`config.mk`:
```
export PLATFORM = sky130hd
export DESIGN_NAME = ctmc_top
export DESIGN_NICKNAME = d
export VERILOG_FILES = /design/src/logic/ctmc_pkg.sv /design/src/logic/ctmc_sync.sv /design/src/logic/ctmc_timer.sv /design/src/logic/ctmc_top.sv
export SDC_FILE = /design/constraint.sdc
export NUM_CORES = 1
export LEC_CHECK = 0
export ABC_AREA = 1
export BUFFER_PORTS_ARGS = -buffer_cell sky130_fd_sc_hd__buf_2
export CAP_MARGIN = 20
export CORE_MARGIN = 1.5
export CORE_UTILIZATION = 53
export CTS_BUF_LIST = sky130_fd_sc_hd__clkbuf_8
export CTS_CLUSTER_DIAMETER = 120
export DETAILED_ROUTE_END_ITERATION = 10
export GPL_TIMING_DRIVEN = 0
export PLACE_DENSITY_LB_ADDON = 0.05
export SLEW_MARGIN = 20
export SYNTH_ARGS = -nofsm -noshare
export SYNTH_HDL_FRONTEND = slang
export SYNTH_SLANG_ARGS = --single-unit
```
`constraint.sdc`:
```
create_clock -name clk_i -period 2.1 [get_ports clk_i]
set_clock_uncertainty 0.2 [all_clocks]
set_input_delay 0.42 -clock clk_i [delete_from_list [all_inputs] [get_ports clk_i]]
set_output_delay 0.42 -clock clk_i [all_outputs]
set_load 0.01 [all_outputs]
```
`src/logic/ctmc_pkg.sv`:
```
/*
  shared constants, types and register map of the transceiver mode control.
  assumes a single 250 MHz clock and a classic wishbone register bus.
*/
package ctmc_pkg;

  // --------------------------------------------------------------
  // clock and timing
  // --------------------------------------------------------------
  localparam int unsigned CLK_MHZ = 250;
  localparam int unsigned T_INACTIVE_US = 1000;
  localparam int unsigned T_UV_US = 300;
  localparam int unsigned GO_TO_SLEEP_TIME_US = 20;
  localparam int unsigned T_MODE_HOLD_NS = 1000;
  localparam int unsigned SWE_CYCLES = T_INACTIVE_US * CLK_MHZ;
  localparam int unsigned UV_CYCLES = T_UV_US * CLK_MHZ;
  localparam int unsigned GTS_CYCLES = GO_TO_SLEEP_TIME_US * CLK_MHZ;
  localparam int unsigned HOLD_CYCLES = (T_MODE_HOLD_NS * CLK_MHZ + 999) / 1000;
  localparam int unsigned TMR_W = 32;

  // --------------------------------------------------------------
  // register map
  // --------------------------------------------------------------
  localparam logic [3:0] ADR_MODE_STATUS = 4'h0;
  localparam logic [3:0] ADR_IRQ_STATUS = 4'h4;
  localparam logic [3:0] ADR_IRQ_MASK = 4'h8;
  localparam int unsigned EVT_W = 4;
  localparam int unsigned EVT_MODE = 0;
  localparam int unsigned EVT_SWE = 1;
  localparam int unsigned EVT_UV = 2;
  localparam int unsigned EVT_WAKE = 3;
  localparam logic [EVT_W-1:0] MASK_RST = 4'h0;

  // --------------------------------------------------------------
  // types
  // --------------------------------------------------------------
  typedef enum logic [2:0] {
    MODE_OFF = 3'b000,
    MODE_NORMAL = 3'b001,
    MODE_SILENT = 3'b010,
    MODE_STANDBY = 3'b011,
    MODE_GOSLEEP = 3'b100,
    MODE_SLEEP = 3'b101
  } ctmc_mode_e;

  typedef struct packed {
    logic en;
    logic standby_select_n;
    logic inhibit_mask_input;
    logic vcc_above_rise;
    logic vcc_below_fall;
    logic vio_above_rise;
    logic vio_below_fall;
    logic vsup_uv;
    logic over_temp;
    logic wake_event;
    logic bus_rx;
  } ctmc_pins_s;

  typedef struct packed {
    logic tx_enable;
    logic rx_enable;
    logic lp_monitor;
    logic rxd;
    logic inhibit_supply_output;
    logic fault_indicator_n;
  } ctmc_out_s;

  localparam ctmc_out_s OUT_RST = 6'b000101;

endpackage : ctmc_pkg

```
`src/logic/ctmc_sync.sv`:
```
/*
  two-stage synchroniser for a bundle of asynchronous pin levels.
  assumes inputs are quasi-static levels, not pulses shorter than a clock.
*/
`timescale 1ns/1ns
module ctmc_sync #(
  parameter int unsigned W = 1
) (
  input wire logic clk_i,
  input wire logic rst_i,
  input wire logic [W-1:0] d_i,
  output logic [W-1:0] q_o
);

  logic [W-1:0] meta;
  logic [W-1:0] next_meta;
  logic [W-1:0] next_q;

  // --------------------------------------------------------------
  // two flops
  // --------------------------------------------------------------
  always_comb begin
    next_meta = d_i;
    next_q = meta;
  end

  always_ff @(posedge clk_i) begin
    if (rst_i) begin
      meta <= '0;
      q_o <= '0;
    end else begin
      meta <= next_meta;
      q_o <= next_q;
    end
  end

endmodule : ctmc_sync

```
`src/logic/ctmc_timer.sv`:
```
/*
  saturating cycle counter with a terminal count.
  assumes run and clear come from logic on the same clock.
*/
`timescale 1ns/1ns
module ctmc_timer
  import ctmc_pkg::*;
#(
  parameter int unsigned TERM = 1
) (
  input wire logic clk_i,
  input wire logic rst_i,
  input wire logic run_i,
  input wire logic clear_i,
  output logic expired_o
);

  localparam logic [TMR_W-1:0] TERM_C = TMR_W'(TERM);

  logic [TMR_W-1:0] cnt;
  logic [TMR_W-1:0] next_cnt;

  // --------------------------------------------------------------
  // counter
  // --------------------------------------------------------------
  always_comb begin
    next_cnt = cnt;
    if (clear_i) begin
      next_cnt = '0;
    end else if (run_i && cnt < TERM_C) begin
      next_cnt = cnt + TMR_W'(1);
    end
  end

  always_ff @(posedge clk_i) begin
    if (rst_i) begin
      cnt <= '0;
    end else begin
      cnt <= next_cnt;
    end
  end

  assign expired_o = (cnt >= TERM_C) && !clear_i;

endmodule : ctmc_timer

```
`src/logic/ctmc_top.sv`:
```
/*
  mode control of a CAN FD transceiver with a wishbone register slave.
  assumes supply comparators, wake detector and bus receiver deliver
  asynchronous levels on pins_i; the bus master is classic wishbone.
*/
`timescale 1ns/1ns

// Operation
// - six modes chosen from enable, standby-select, supplies and wakes; temperature only gates outputs.
// - undervoltage timers stay off until their supply first passes rising threshold.
// - enabled timer runs while supply is below falling threshold; expiry enters sleep.
// - fail-safe timer starts on standby entry, halts and resets on normal entry.
// - fail-safe keeps running into silent from standby, inactive from normal.
// - sleep from go-to-sleep or undervoltage exits on standby-select rise, enable picks mode.
// - pin exits from sleep only while io supply is above rising threshold.
// - after fail-safe sleep, with select high, enable rise gives normal, fall silent.
// - inhibit mask sampled only in silent, latched, lost only on battery undervoltage.
// - standby, go-to-sleep, sleep: driver off, low power monitor; standby rxd low on wake.
// - normal enables receiver, and driver unless over temperature; rxd follows the bus.
// - silent disables driver, receiver stays on.
// - enable high and select low waits in go-to-sleep until timer expires, then sleep.
// - standby shows a pending wake request as rxd low.
module ctmc_top
  import ctmc_pkg::*;
#(
  parameter int unsigned SWE_CNT = SWE_CYCLES,
  parameter int unsigned UV_CNT = UV_CYCLES,
  parameter int unsigned GTS_CNT = GTS_CYCLES,
  parameter int unsigned HOLD_CNT = HOLD_CYCLES
) (
  input wire logic clk_i,
  input wire logic rst_i,
  input wire logic wb_cyc_i,
  input wire logic wb_stb_i,
  input wire logic wb_we_i,
  input wire logic [3:0] wb_adr_i,
  input wire logic [3:0] wb_sel_i,
  input wire logic [31:0] wb_dat_i,
  output logic [31:0] wb_dat_o,
  output logic wb_ack_o,
  input wire ctmc_pins_s pins_i,
  output ctmc_out_s out_o,
  output logic [2:0] mode_o,
  output logic irq_o
);

  // --------------------------------------------------------------
  // pin synchronisation
  // --------------------------------------------------------------
  ctmc_pins_s pins;
  logic en_q;
  logic stb_q;

  ctmc_sync #(.W($bits(ctmc_pins_s))) u_sync (
    .clk_i(clk_i),
    .rst_i(rst_i),
    .d_i(pins_i),
    .q_o(pins)
  );

  // --------------------------------------------------------------
  // state
  // --------------------------------------------------------------
  ctmc_mode_e mode;
  ctmc_mode_e next_mode;
  logic swe_active;
  logic next_swe_active;
  logic swe_cause;
  logic next_swe_cause;
  logic armed;
  logic next_armed;
  logic hold_run;
  logic next_hold_run;
  logic wake_flag;
  logic next_wake_flag;
  logic inh_latch;
  logic next_inh_latch;
  logic vcc_en;
  logic next_vcc_en;
  logic vio_en;
  logic next_vio_en;
  logic next_en_q;
  logic next_stb_q;
  logic [EVT_W-1:0] evt;

  logic swe_exp;
  logic uvcc_exp;
  logic uvio_exp;
  logic gts_exp;
  logic hold_exp;
  logic uvcc_run;
  logic uvio_run;
  logic en_rise;
  logic en_fall;
  logic stb_rise;
  logic in_sleep;

  // --------------------------------------------------------------
  // timers
  // --------------------------------------------------------------
  assign uvcc_run = vcc_en && pins.vcc_below_fall;
  assign uvio_run = vio_en && pins.vio_below_fall;
  assign in_sleep = (mode == MODE_SLEEP);

  ctmc_timer #(.TERM(SWE_CNT)) u_swe (
    .clk_i(clk_i),
    .rst_i(rst_i),
    .run_i(swe_active),
    .clear_i(!swe_active),
    .expired_o(swe_exp)
  );

  ctmc_timer #(.TERM(UV_CNT)) u_uvcc (
    .clk_i(clk_i),
    .rst_i(rst_i),
    .run_i(uvcc_run),
    .clear_i(!uvcc_run),
    .expired_o(uvcc_exp)
  );

  ctmc_timer #(.TERM(UV_CNT)) u_uvio (
    .clk_i(clk_i),
    .rst_i(rst_i),
    .run_i(uvio_run),
    .clear_i(!uvio_run),
    .expired_o(uvio_exp)
  );

  ctmc_timer #(.TERM(GTS_CNT)) u_gts (
    .clk_i(clk_i),
    .rst_i(rst_i),
    .run_i(mode == MODE_GOSLEEP),
    .clear_i(mode != MODE_GOSLEEP),
    .expired_o(gts_exp)
  );

  ctmc_timer #(.TERM(HOLD_CNT)) u_hold (
    .clk_i(clk_i),
    .rst_i(rst_i),
    .run_i(hold_run),
    .clear_i(!hold_run),
    .expired_o(hold_exp)
  );

  // --------------------------------------------------------------
  // mode selection
  // --------------------------------------------------------------
  assign en_rise = pins.en && !en_q;
  assign en_fall = !pins.en && en_q;
  assign stb_rise = pins.standby_select_n && !stb_q;

  always_comb begin
    next_mode = mode;
    next_swe_cause = swe_cause;
    next_en_q = pins.en;
    next_stb_q = pins.standby_select_n;
    evt = '0;
    case (mode)
      MODE_OFF: begin
        next_mode = MODE_STANDBY;
      end
      MODE_NORMAL, MODE_SILENT, MODE_STANDBY, MODE_GOSLEEP: begin
        case ({pins.en, pins.standby_select_n})
          2'b11: next_mode = MODE_NORMAL;
          2'b01: next_mode = MODE_SILENT;
          2'b10: next_mode = MODE_GOSLEEP;
          default: next_mode = MODE_STANDBY;
        endcase
        if (mode == MODE_STANDBY && wake_flag && next_mode == MODE_GOSLEEP) begin
          next_mode = MODE_STANDBY;
        end
        if (pins.vio_below_fall && next_mode != MODE_GOSLEEP) begin
          next_mode = MODE_STANDBY;
        end
        if (mode == MODE_GOSLEEP && gts_exp) begin
          next_mode = MODE_SLEEP;
          next_swe_cause = 1'b0;
        end
        if (swe_exp && (mode == MODE_STANDBY || mode == MODE_SILENT)) begin
          next_mode = MODE_SLEEP;
          next_swe_cause = 1'b1;
          evt[EVT_SWE] = 1'b1;
        end
        if (uvcc_exp || uvio_exp) begin
          next_mode = MODE_SLEEP;
          next_swe_cause = 1'b0;
          evt[EVT_UV] = 1'b1;
        end
      end
      MODE_SLEEP: begin
        if (pins.wake_event) begin
          next_mode = MODE_STANDBY;
        end else if (pins.vio_above_rise) begin
          if (!swe_cause) begin
            if (stb_rise) begin
              next_mode = pins.en ? MODE_NORMAL : MODE_SILENT;
            end
          end else if (armed && !hold_run && pins.standby_select_n) begin
            if (en_rise) begin
              next_mode = MODE_NORMAL;
            end else if (en_fall) begin
              next_mode = MODE_SILENT;
            end
          end
        end
      end
      default: begin
        next_mode = MODE_OFF;
      end
    endcase
    if (pins.vsup_uv) begin
      next_mode = MODE_OFF;
    end
    evt[EVT_MODE] = (next_mode != mode);
    evt[EVT_WAKE] = pins.wake_event && (mode == MODE_STANDBY || in_sleep);
  end

  // --------------------------------------------------------------
  // flags and sleep exit sequencing
  // --------------------------------------------------------------
  always_comb begin
    next_swe_active = swe_active;
    if (next_mode == MODE_STANDBY) begin
      next_swe_active = 1'b1;
    end else if (next_mode != MODE_SILENT || mode == MODE_NORMAL) begin
      next_swe_active = 1'b0;
    end
    next_armed = armed;
    next_hold_run = hold_run;
    if (!in_sleep) begin
      next_armed = !pins.standby_select_n;
      next_hold_run = 1'b0;
    end else if (!armed && !pins.standby_select_n && (en_rise || en_fall)) begin
      next_armed = 1'b1;
      next_hold_run = 1'b1;
    end else if (hold_exp) begin
      next_hold_run = 1'b0;
    end
    next_wake_flag = wake_flag;
    if (next_mode == MODE_NORMAL) begin
      next_wake_flag = 1'b0;
    end
    if (evt[EVT_WAKE]) begin
      next_wake_flag = 1'b1;
    end
    next_inh_latch = inh_latch;
    if (pins.vsup_uv) begin
      next_inh_latch = 1'b0;
    end else if (mode == MODE_SILENT) begin
      next_inh_latch = pins.inhibit_mask_input;
    end
    next_vcc_en = vcc_en || pins.vcc_above_rise;
    next_vio_en = vio_en || pins.vio_above_rise;
  end

  always_ff @(posedge clk_i) begin
    if (rst_i) begin
      mode <= MODE_OFF;
      swe_active <= 1'b0;
      swe_cause <= 1'b0;
      armed <= 1'b0;
      hold_run <= 1'b0;
      wake_flag <= 1'b0;
      inh_latch <= 1'b0;
      vcc_en <= 1'b0;
      vio_en <= 1'b0;
      en_q <= 1'b0;
      stb_q <= 1'b0;
    end else begin
      mode <= next_mode;
      swe_active <= next_swe_active;
      swe_cause <= next_swe_cause;
      armed <= next_armed;
      hold_run <= next_hold_run;
      wake_flag <= next_wake_flag;
      inh_latch <= next_inh_latch;
      vcc_en <= next_vcc_en;
      vio_en <= next_vio_en;
      en_q <= next_en_q;
      stb_q <= next_stb_q;
    end
  end

  // --------------------------------------------------------------
  // pin outputs
  // --------------------------------------------------------------
  ctmc_out_s next_out;

  always_comb begin
    next_out = OUT_RST;
    next_out.fault_indicator_n = !pins.over_temp;
    next_out.inhibit_supply_output = 1'b1;
    case (mode)
      MODE_NORMAL: begin
        next_out.tx_enable = !pins.over_temp;
        next_out.rx_enable = 1'b1;
        next_out.rxd = pins.bus_rx;
      end
      MODE_SILENT: begin
        next_out.rx_enable = 1'b1;
        next_out.rxd = pins.bus_rx;
      end
      MODE_STANDBY: begin
        next_out.lp_monitor = 1'b1;
        next_out.rxd = !wake_flag;
        next_out.inhibit_supply_output = !inh_latch;
      end
      MODE_GOSLEEP: begin
        next_out.lp_monitor = 1'b1;
      end
      MODE_SLEEP: begin
        next_out.lp_monitor = 1'b1;
        next_out.inhibit_supply_output = 1'b0;
      end
      default: begin
        next_out.inhibit_supply_output = 1'b0;
      end
    endcase
  end

  // --------------------------------------------------------------
  // wishbone slave and interrupts
  // --------------------------------------------------------------
  logic [EVT_W-1:0] irq_status;
  logic [EVT_W-1:0] next_irq_status;
  logic [EVT_W-1:0] irq_mask;
  logic [EVT_W-1:0] next_irq_mask;
  logic [31:0] next_dat;
  logic next_ack;
  logic req;

  assign req = wb_cyc_i && wb_stb_i && !wb_ack_o;

  always_comb begin
    next_ack = req;
    next_dat = '0;
    next_irq_mask = irq_mask;
    next_irq_status = irq_status;
    if (req && !wb_we_i) begin
      case (wb_adr_i)
        ADR_MODE_STATUS: next_dat = {24'h0, inh_latch, wake_flag, swe_active, 2'b00, mode};
        ADR_IRQ_STATUS: begin
          next_dat = {28'h0, irq_status};
          next_irq_status = '0;
        end
        ADR_IRQ_MASK: next_dat = {28'h0, irq_mask};
        default: next_dat = '0;
      endcase
    end
    if (req && wb_we_i && wb_adr_i == ADR_IRQ_MASK && wb_sel_i[0]) begin
      next_irq_mask = wb_dat_i[EVT_W-1:0];
    end
    next_irq_status = next_irq_status | evt;
  end

  always_ff @(posedge clk_i) begin
    if (rst_i) begin
      irq_status <= '0;
      irq_mask <= MASK_RST;
      wb_ack_o <= 1'b0;
      wb_dat_o <= '0;
      out_o <= OUT_RST;
      mode_o <= MODE_OFF;
      irq_o <= 1'b0;
    end else begin
      irq_status <= next_irq_status;
      irq_mask <= next_irq_mask;
      wb_ack_o <= next_ack;
      wb_dat_o <= next_dat;
      out_o <= next_out;
      mode_o <= mode;
      irq_o <= |(next_irq_status & next_irq_mask);
    end
  end

endmodule : ctmc_top

```
* Yosys cells after proc, flatten, opt, wreduce, memory -nomap -nowiden *
Cells that the tools add are included.

cells by class
  add/sub/neg operators = 5
  order comparisons = 10
  reduce and logical (&&, ||, !) cells = 71
  multiply operators = 0
  multiplexer cells = 40
  bitwise logic cells = 9
  eq/ne operators = 18
  shifts and indexed selects = 0
  div/mod/pow operators = 0

operator list
  operator                                                              number
  adder 32 x 1 -> 32 bit (second input constant)                        5
  greater-or-equal comparator 32 x 17 -> 1 bit (second input constant)  2
  < comparator 32 x 17 -> 1 bit (second input constant)                 2
  2-to-1 mux 3 bit                                                      15
  greater-or-equal comparator 32 x 13 -> 1 bit (second input constant)  1
  greater-or-equal comparator 32 x 18 -> 1 bit (second input constant)  1
  greater-or-equal comparator 32 x 8 -> 1 bit (second input constant)   1
  < comparator 32 x 13 -> 1 bit (second input constant)                 1
  < comparator 32 x 18 -> 1 bit (second input constant)                 1
  < comparator 32 x 8 -> 1 bit (second input constant)                  1
  logical AND 1 bit                                                     31
  one-hot mux 8 bit (3 select lines)                                    1
  OR reduction 2 bit                                                    10
  one-hot mux 3 bit (3 select lines)                                    2
  2-to-1 mux 1 bit                                                      15
  logical NOT 1 bit                                                     12
  2-to-1 mux 4 bit                                                      3
  equality test 3 x 2 -> 1 bit (second input constant)                  3
  equality test 3 bit (second input constant)                           3
  OR reduction 4 bit                                                    2
  logical OR 1 bit                                                      7
  inverter 1 bit                                                        7
  equality test 3 x 1 -> 1 bit (second input constant)                  2
  != test 3 bit (second input constant)                                 2
  other kinds (17)                                                      23

word-level totals
  bits in latches = 0
  word-level logic and storage cells = 183
  memories = 0
  output and inout bits = 43
  register bits = 246
  bits in read-only memories = 0
  input bits = 56
  bits in writable memories = 0

* Depth between registers and ports, before layout *
  depth in word-level cells = 19
  mapped depth = 19
  mapped depth without buffers = 19

* By module *
From an unflattened synthesis, not the netlist that was laid out.

second synthesis, totals
  cells, all modules = 1504
  area, all modules = 10727.8 µm²

modules (own cells, without submodules)
  module                    sequential area each (µm²)  cells each  area an instance (µm²)  times used
  ctmc_timer at u_uvcc ...  640.6                       259         1709.1                  2
  ctmc_top                  780.7                       300         2094.5                  1
  ctmc_timer at u_swe       640.6                       232         1679.1                  1
  ctmc_timer at u_gts       640.6                       216         1574.0                  1
  ctmc_timer at u_hold      640.6                       170         1333.8                  1
  ctmc_sync                 440.4                       68          628.1                   1

* Least setup slack after synthesis *
OpenSTA, ideal clock, no wires.

  path type = reg-to-reg
  start point = register u_sync.q_o[10]
  end point = register irq_o
  path buffers = 0
  setup slack = 0.095 ns
  period minus slack after synthesis = 2.005 ns
  arrival = 1.688 ns
  stages on the path, launching flop included = 18
  data required time = 1.784 ns
  library setup time = 0.116 ns
  path through = dfxtp_1 inv_1 ha_1 nand2_1 inv_1 nand4_1 nand2_1 nand3_1 nand2_1 nand2_1 nor2_1 nand2_1 nand2_1 nor2_1 nor2_1 nand2_1 nand2_1 nand2_1

on the way
  cells in the longest elaborated chain, start to end = 19
  elaborated cells on any way between the ends = 32
  those cells by class = eq/ne (6); mux (18); bitwise (2); reduce/logical (6)

ends and longest elaborated chain
  element                                                                     RTL line         RTL
  start, declared                                                             ctmc_sync.sv:12  output logic [W-1:0] q_o
  start signal, assigned                                                      ctmc_sync.sv:33  q_o <= next_q;
  equality test 2 bit / equality test 2 x 1 -> 1 bit (equally long branches)  ctmc_top.sv:163  case ({pins.en, pins.standby_select_n})
  one-hot mux 3 bit (3 select lines)                                          ctmc_top.sv:163
  2-to-1 mux 3 bit                                                            ctmc_top.sv:158  case (mode)
  equality test 3 bit                                                         ctmc_top.sv:169  if (mode == MODE_STANDBY && wake_flag && next_mode == MODE_GOSLEEP) begin
  logical AND 1 bit                                                           ctmc_top.sv:169
  2-to-1 mux 3 bit                                                            ctmc_top.sv:169
  2-to-1 mux 3 bit                                                            ctmc_top.sv:158
  != test 3 bit                                                               ctmc_top.sv:172  if (pins.vio_below_fall && next_mode != MODE_GOSLEEP) begin
  [3 not listed]                                                              -
  2-to-1 mux 3 bit                                                            ctmc_top.sv:179  if (swe_exp && (mode == MODE_STANDBY || mode == MODE_SILENT)) begin
  2-to-1 mux 3 bit                                                            ctmc_top.sv:184  if (uvcc_exp || uvio_exp) begin
  one-hot mux 3 bit (3 select lines) *                                        ctmc_top.sv:158
  2-to-1 mux 3 bit *                                                          ctmc_top.sv:211  if (pins.vsup_uv) begin
  != test 3 bit *                                                             ctmc_top.sv:214  evt[EVT_MODE] = (next_mode != mode);
  OR 4 bit *                                                                  ctmc_top.sv:353  next_irq_status = next_irq_status | evt;
  AND 4 bit *                                                                 ctmc_top.sv:372  irq_o <= |(next_irq_status & next_irq_mask);
  OR reduction 4 bit *                                                        ctmc_top.sv:372
  end signal, assigned                                                        ctmc_top.sv:372
  end, declared                                                               ctmc_top.sv:44   output logic irq_o

Mark *: on every way between the ends. The rest lies on a longest branch, timed or not. The select of a mux whose other input is x is not followed.
A chain may end at the register's enable or synchronous reset.

* Worst setup path in the final report *
  start point = register mode[1]
  end point = register u_gts.cnt[11]

on the way
  cells in the longest elaborated chain, start to end = 2
  elaborated cells on any way between the ends = 4
  those cells by class = eq/ne (2); reduce/logical (2)

ends and longest elaborated chain
  element                                                                   RTL line                          RTL
  start, declared                                                           ctmc_top.sv:64                    ctmc_mode_e mode;
  start signal, assigned                                                    ctmc_top.sv:270                   mode <= next_mode;
  != test 3 bit / equality test 3 bit (equally long branches)               ctmc_top.sv:133, ctmc_top.sv:132
  OR reduction 2 bit (no line) / logical AND 1 bit (equally long branches)  -
  end signal, assigned                                                      ctmc_timer.sv:39                  cnt <= next_cnt;
  end, declared                                                             ctmc_timer.sv:20                  logic [TMR_W-1:0] cnt;

Several ways; a longest one is shown, not always the timed one.

==> impl_results.md <==
- Port bufs: 42
- Crit path top cell by count: nand2_2
- Reg2Reg Depth: 13
- Setup CP Type: flop to flop
- Number of global-route vias before repair: 7050
- H-tree depth: 2
- First-pass GRT wire length: 30700 µm
- Via Count: about 7.7k
- Worst r2r dst: u_gts.cnt[11]$_SDFFE_PP0P_
- Worst Hold Path EP: irq_mask[2]$_SDFF_PP0_
- Endpoint class of the critical path: flop
- Hold Crit Depth: 3
- Buf+Inv Stages, Crit Path: 3
- Iteration-0 DRC Markers: 304
- Worst Setup Start Kind: flop
- Post-synthesis cell area: 0.00928 mm²
- Slowest cell on crit path: dfxtp_1
- DR pass1 iterations: 5
- Worst-Skew Late Latency: between 0.5 and 0.6 ns
- Filler Cell Count: roughly 1.6k
- Hold Crit Start: wb_dat_i[2]
- CP required: 2.30 ns
- Pleak: 0.00488 µW
- Final net count: 1477
- Syn. warnings: 0
- Relative slew slack: 54.3%
- Complex-gate fraction of the synthesized area: under 10%
- Commonest non-fill, non-tap cells in the layout: inv_1, nor2_1, dfxtp_1
- Layout cells sized above 1: 23.5%
- Worst VDD drop: roughly 0.00059 V
- Final Cycle Share: 104%
- Cell row count: between 40 and 50
- Critical path arrival: about 2.4 ns
- Initial core utilization: 54.0%
- Final Hold Fails: 0
- Post-Synth Simple-Gate Area: 27.8%
- DR WL/cell: 11.2 µm
- Clock root cell: clkbuf_8
- Failing checks: setup timing
- Commonest non-fill, non-tap cell in the layout: inv_1
- FF+latch count, synth: between 200 and 250
- FF-to-FF Start: mode[1]$_SDFF_PP0_
- Synth Area per Inst: 7.44 µm²
- TritonCTS Buffers: 39
- Sequential share of the synthesized area: between 40% and 50%
- Hpwl dp: 12500 µm
- Clock transition at path regs: 0.06 ns
- EDFF count, synth: 0
- Synth area leaders: dfxtp_1, inv_1, nor2_1
- Cell variety after synth: 50
- Minimum clock period: 2.18 ns
- IO Pins: ~100
- Post-synthesis mux area share: 0.121%
- Post-Synth XOR/XNOR Area: 0.849%
- Largest family of logic cells by synthesized area: simple AND/OR/NAND/NOR gates
- Antenna cells: 0
- Antenna violations before repair: 0
- Post-synth ARST share: 0%
- Crit-path cells: buf_4 -> nor2_1 -> inv_1 -> nor2_2 -> inv_2 -> nor2_4 -> nand2_2 -> nor2_2 -> nand2_2 -> nor3_4 -> nand2_2 -> o21ai_1 -> a21oi_1
- Largest net degree at the start of global routing: 11
- Final Setup Violations: 8
- Routed Wire Length: around 19000 µm
- GRT Overall Usage: 20.3%
- Clock tree from TritonCTS: yes
- Crit. Startpoint: mode[1]$_SDFF_PP0_
- Max Clock Freq: 0.460 GHz
- Placed Area: 0.00986 mm²
- Cells after Synth: 1247
- DRC viols: 0
- GP Congestion: 0.824
- Die area: 0.0183 mm²
- Chip height: about 140 µm
- Reg-to-reg slack, setup: -0.08 ns
- Clock Sinks: 221
- Yosys top cell by area: dfxtp_1
- CP top delay family: simple AND/OR/NAND/NOR gates
- Area Overhead vs Synth: 23.6%
- Top cell type's share of synthesized area: 47.7%
- Total Power: 8740 µW
- Max-slew violations: 0
- Most used DFF post-synth: dfxtp_1
- Critical Path Fanout Max: 10
- Fin area: 0.0115 mm²
- Crit path largest cell delay: 0.30 ns
- HP Class: input pin to flop
- Area of the core: around 0.017 mm²
- Status: complete, but fails checks
- Total grt overflow: 0
- Post-Synth Adder-Cell Area: ~2.2%
- Final WS setup: -0.0760 ns
- Vias per Instance: between 4 and 5
- Cell Pwr Density: between 700 and 800 mW/mm²
- Die Width: 135 µm
- Worst Tran Pin Value: 0.685 ns
- Max Buffers Root-to-Sink: 3
- Unrepaired setup endpoints after global routing: true
- Max Cap Viol: 0
- Routed Antenna Nets: 0
power by group:
group          internal [µW]  switching, µW
logic                    202            309
registers               4250           38.9
clock network           2260           1680
total                   6710           2030
flip-flops by register name, summed over array words and instances (netlist names), 4 cells and up:
| name | flops |
|---|---|
| irq_status | 4 |
| u_sync.meta | 11 |
| u_gts.cnt | 32 |
| u_uvio.cnt | 32 |
| u_sync.q_o | 11 |
| out_o | 6 |
| irq_mask | 4 |
| u_hold.cnt | 32 |
| u_swe.cnt | 32 |
| wb_dat_o | 7 |
| u_uvcc.cnt | 32 |
worst min-delay path: cells and delay by family:
family | cells | cell delay, ns
buf+inv | 1 | 0.08
compound gates | 1 | 0.10
simple gates | 1 | 0.10
metal layers:
layer	GRT usage (%)	wire length (µm)
met5	0	0
met4	6.09	285
met3	4.23	679
met2	35.7	9000
met1	25.0	8610
worst max-delay path by stage:
| stage | to | depth (start not counted) |
|---|---|---|
| final | u_gts.cnt[11]$_SDFFE_PP0P_ | 13 |
| after CTS | u_gts.cnt[11]$_SDFFE_PP0P_ | 14 |
| after global placement | u_uvio.cnt[13]$_SDFFE_PP0P_ | 6 |
| after floorplan | irq_o$_SDFF_PP0_ | 17 |
| after global routing | u_gts.cnt[11]$_SDFFE_PP0P_ | 13 |
| after detailed placement | u_sync.q_o[8]$_SDFF_PP0_ | 5 |
final cells by class:
cell class | count | area [µm²] | share of cell area (%)
Buffer | 44 | 267 | 2.32
Clock buffer | 50 | 688 | 6.00
Clock inverter | 20 | 108 | 0.938
Inverter | 254 | 963 | 8.40
Multi-Input combinational cell | 752 | 4070 | 35.5
Sequential cell | 221 | 4460 | 38.9
Tap cell | 225 | 282 | 2.46
Timing Repair Buffer | 93 | 629 | 5.49
Yosys cell counts (3+ instances only):
master,instances
buf_4,25
nand3_1,38
or2_0,4
nand2_1,188
ha_1,16
o21ai_1,6
nor4_1,7
nand2_2,10
nand3_4,3
nor2_4,8
nand3_2,5
o211ai_1,4
nor2_1,226
o21ba_2,3
clkbuf_1,16
xnor2_1,4
nor3b_1,4
a21oi_1,67
xor2_1,5
dfxtp_1,221
nand4_1,30
nor4_4,3
a31oi_1,3
clkinv_1,4
inv_1,232
o21a_1,4
nor3_1,20
nor2_2,9
inv_2,17
o21ai_0,40
cells by family after synthesis:
group / Yosys count
adder cells (fa/ha/maj): 16
AND/OR/NAND/NOR: 563
other: 1
AO/OA/AOI/OAI: 138
XOR/XNOR: 9
buffers and inverters: 298
multiplexers: 1
flip-flops: 221
repair_timing:
item,4_1_cts,5_1_grt
resized for setup,59,87
pin swaps,31,37
setup endpoints to repair,25,51
buffers inserted,26,12
hold buffers,13,0
endpoints found under the hold margin,13,0
per-stage QoR:
stage                     hold slack, ns  TNS, ns  setup slack (ns)  util [%]  instances
after detailed placement           0.174   -34.73            -0.417      57.4       1538
final                             0.0374   -0.218           -0.0760      66.8       1659
after floorplan                    0.167        0            0.0954         -       1271
after CTS                         0.0167   -0.325           -0.0780      64.9       1647
after global routing              0.0520    -2.87            -0.233      66.8       1659
after global placement             0.184   -32.83            -0.387      57.4       1538
(Power assumes the default switching activity.)
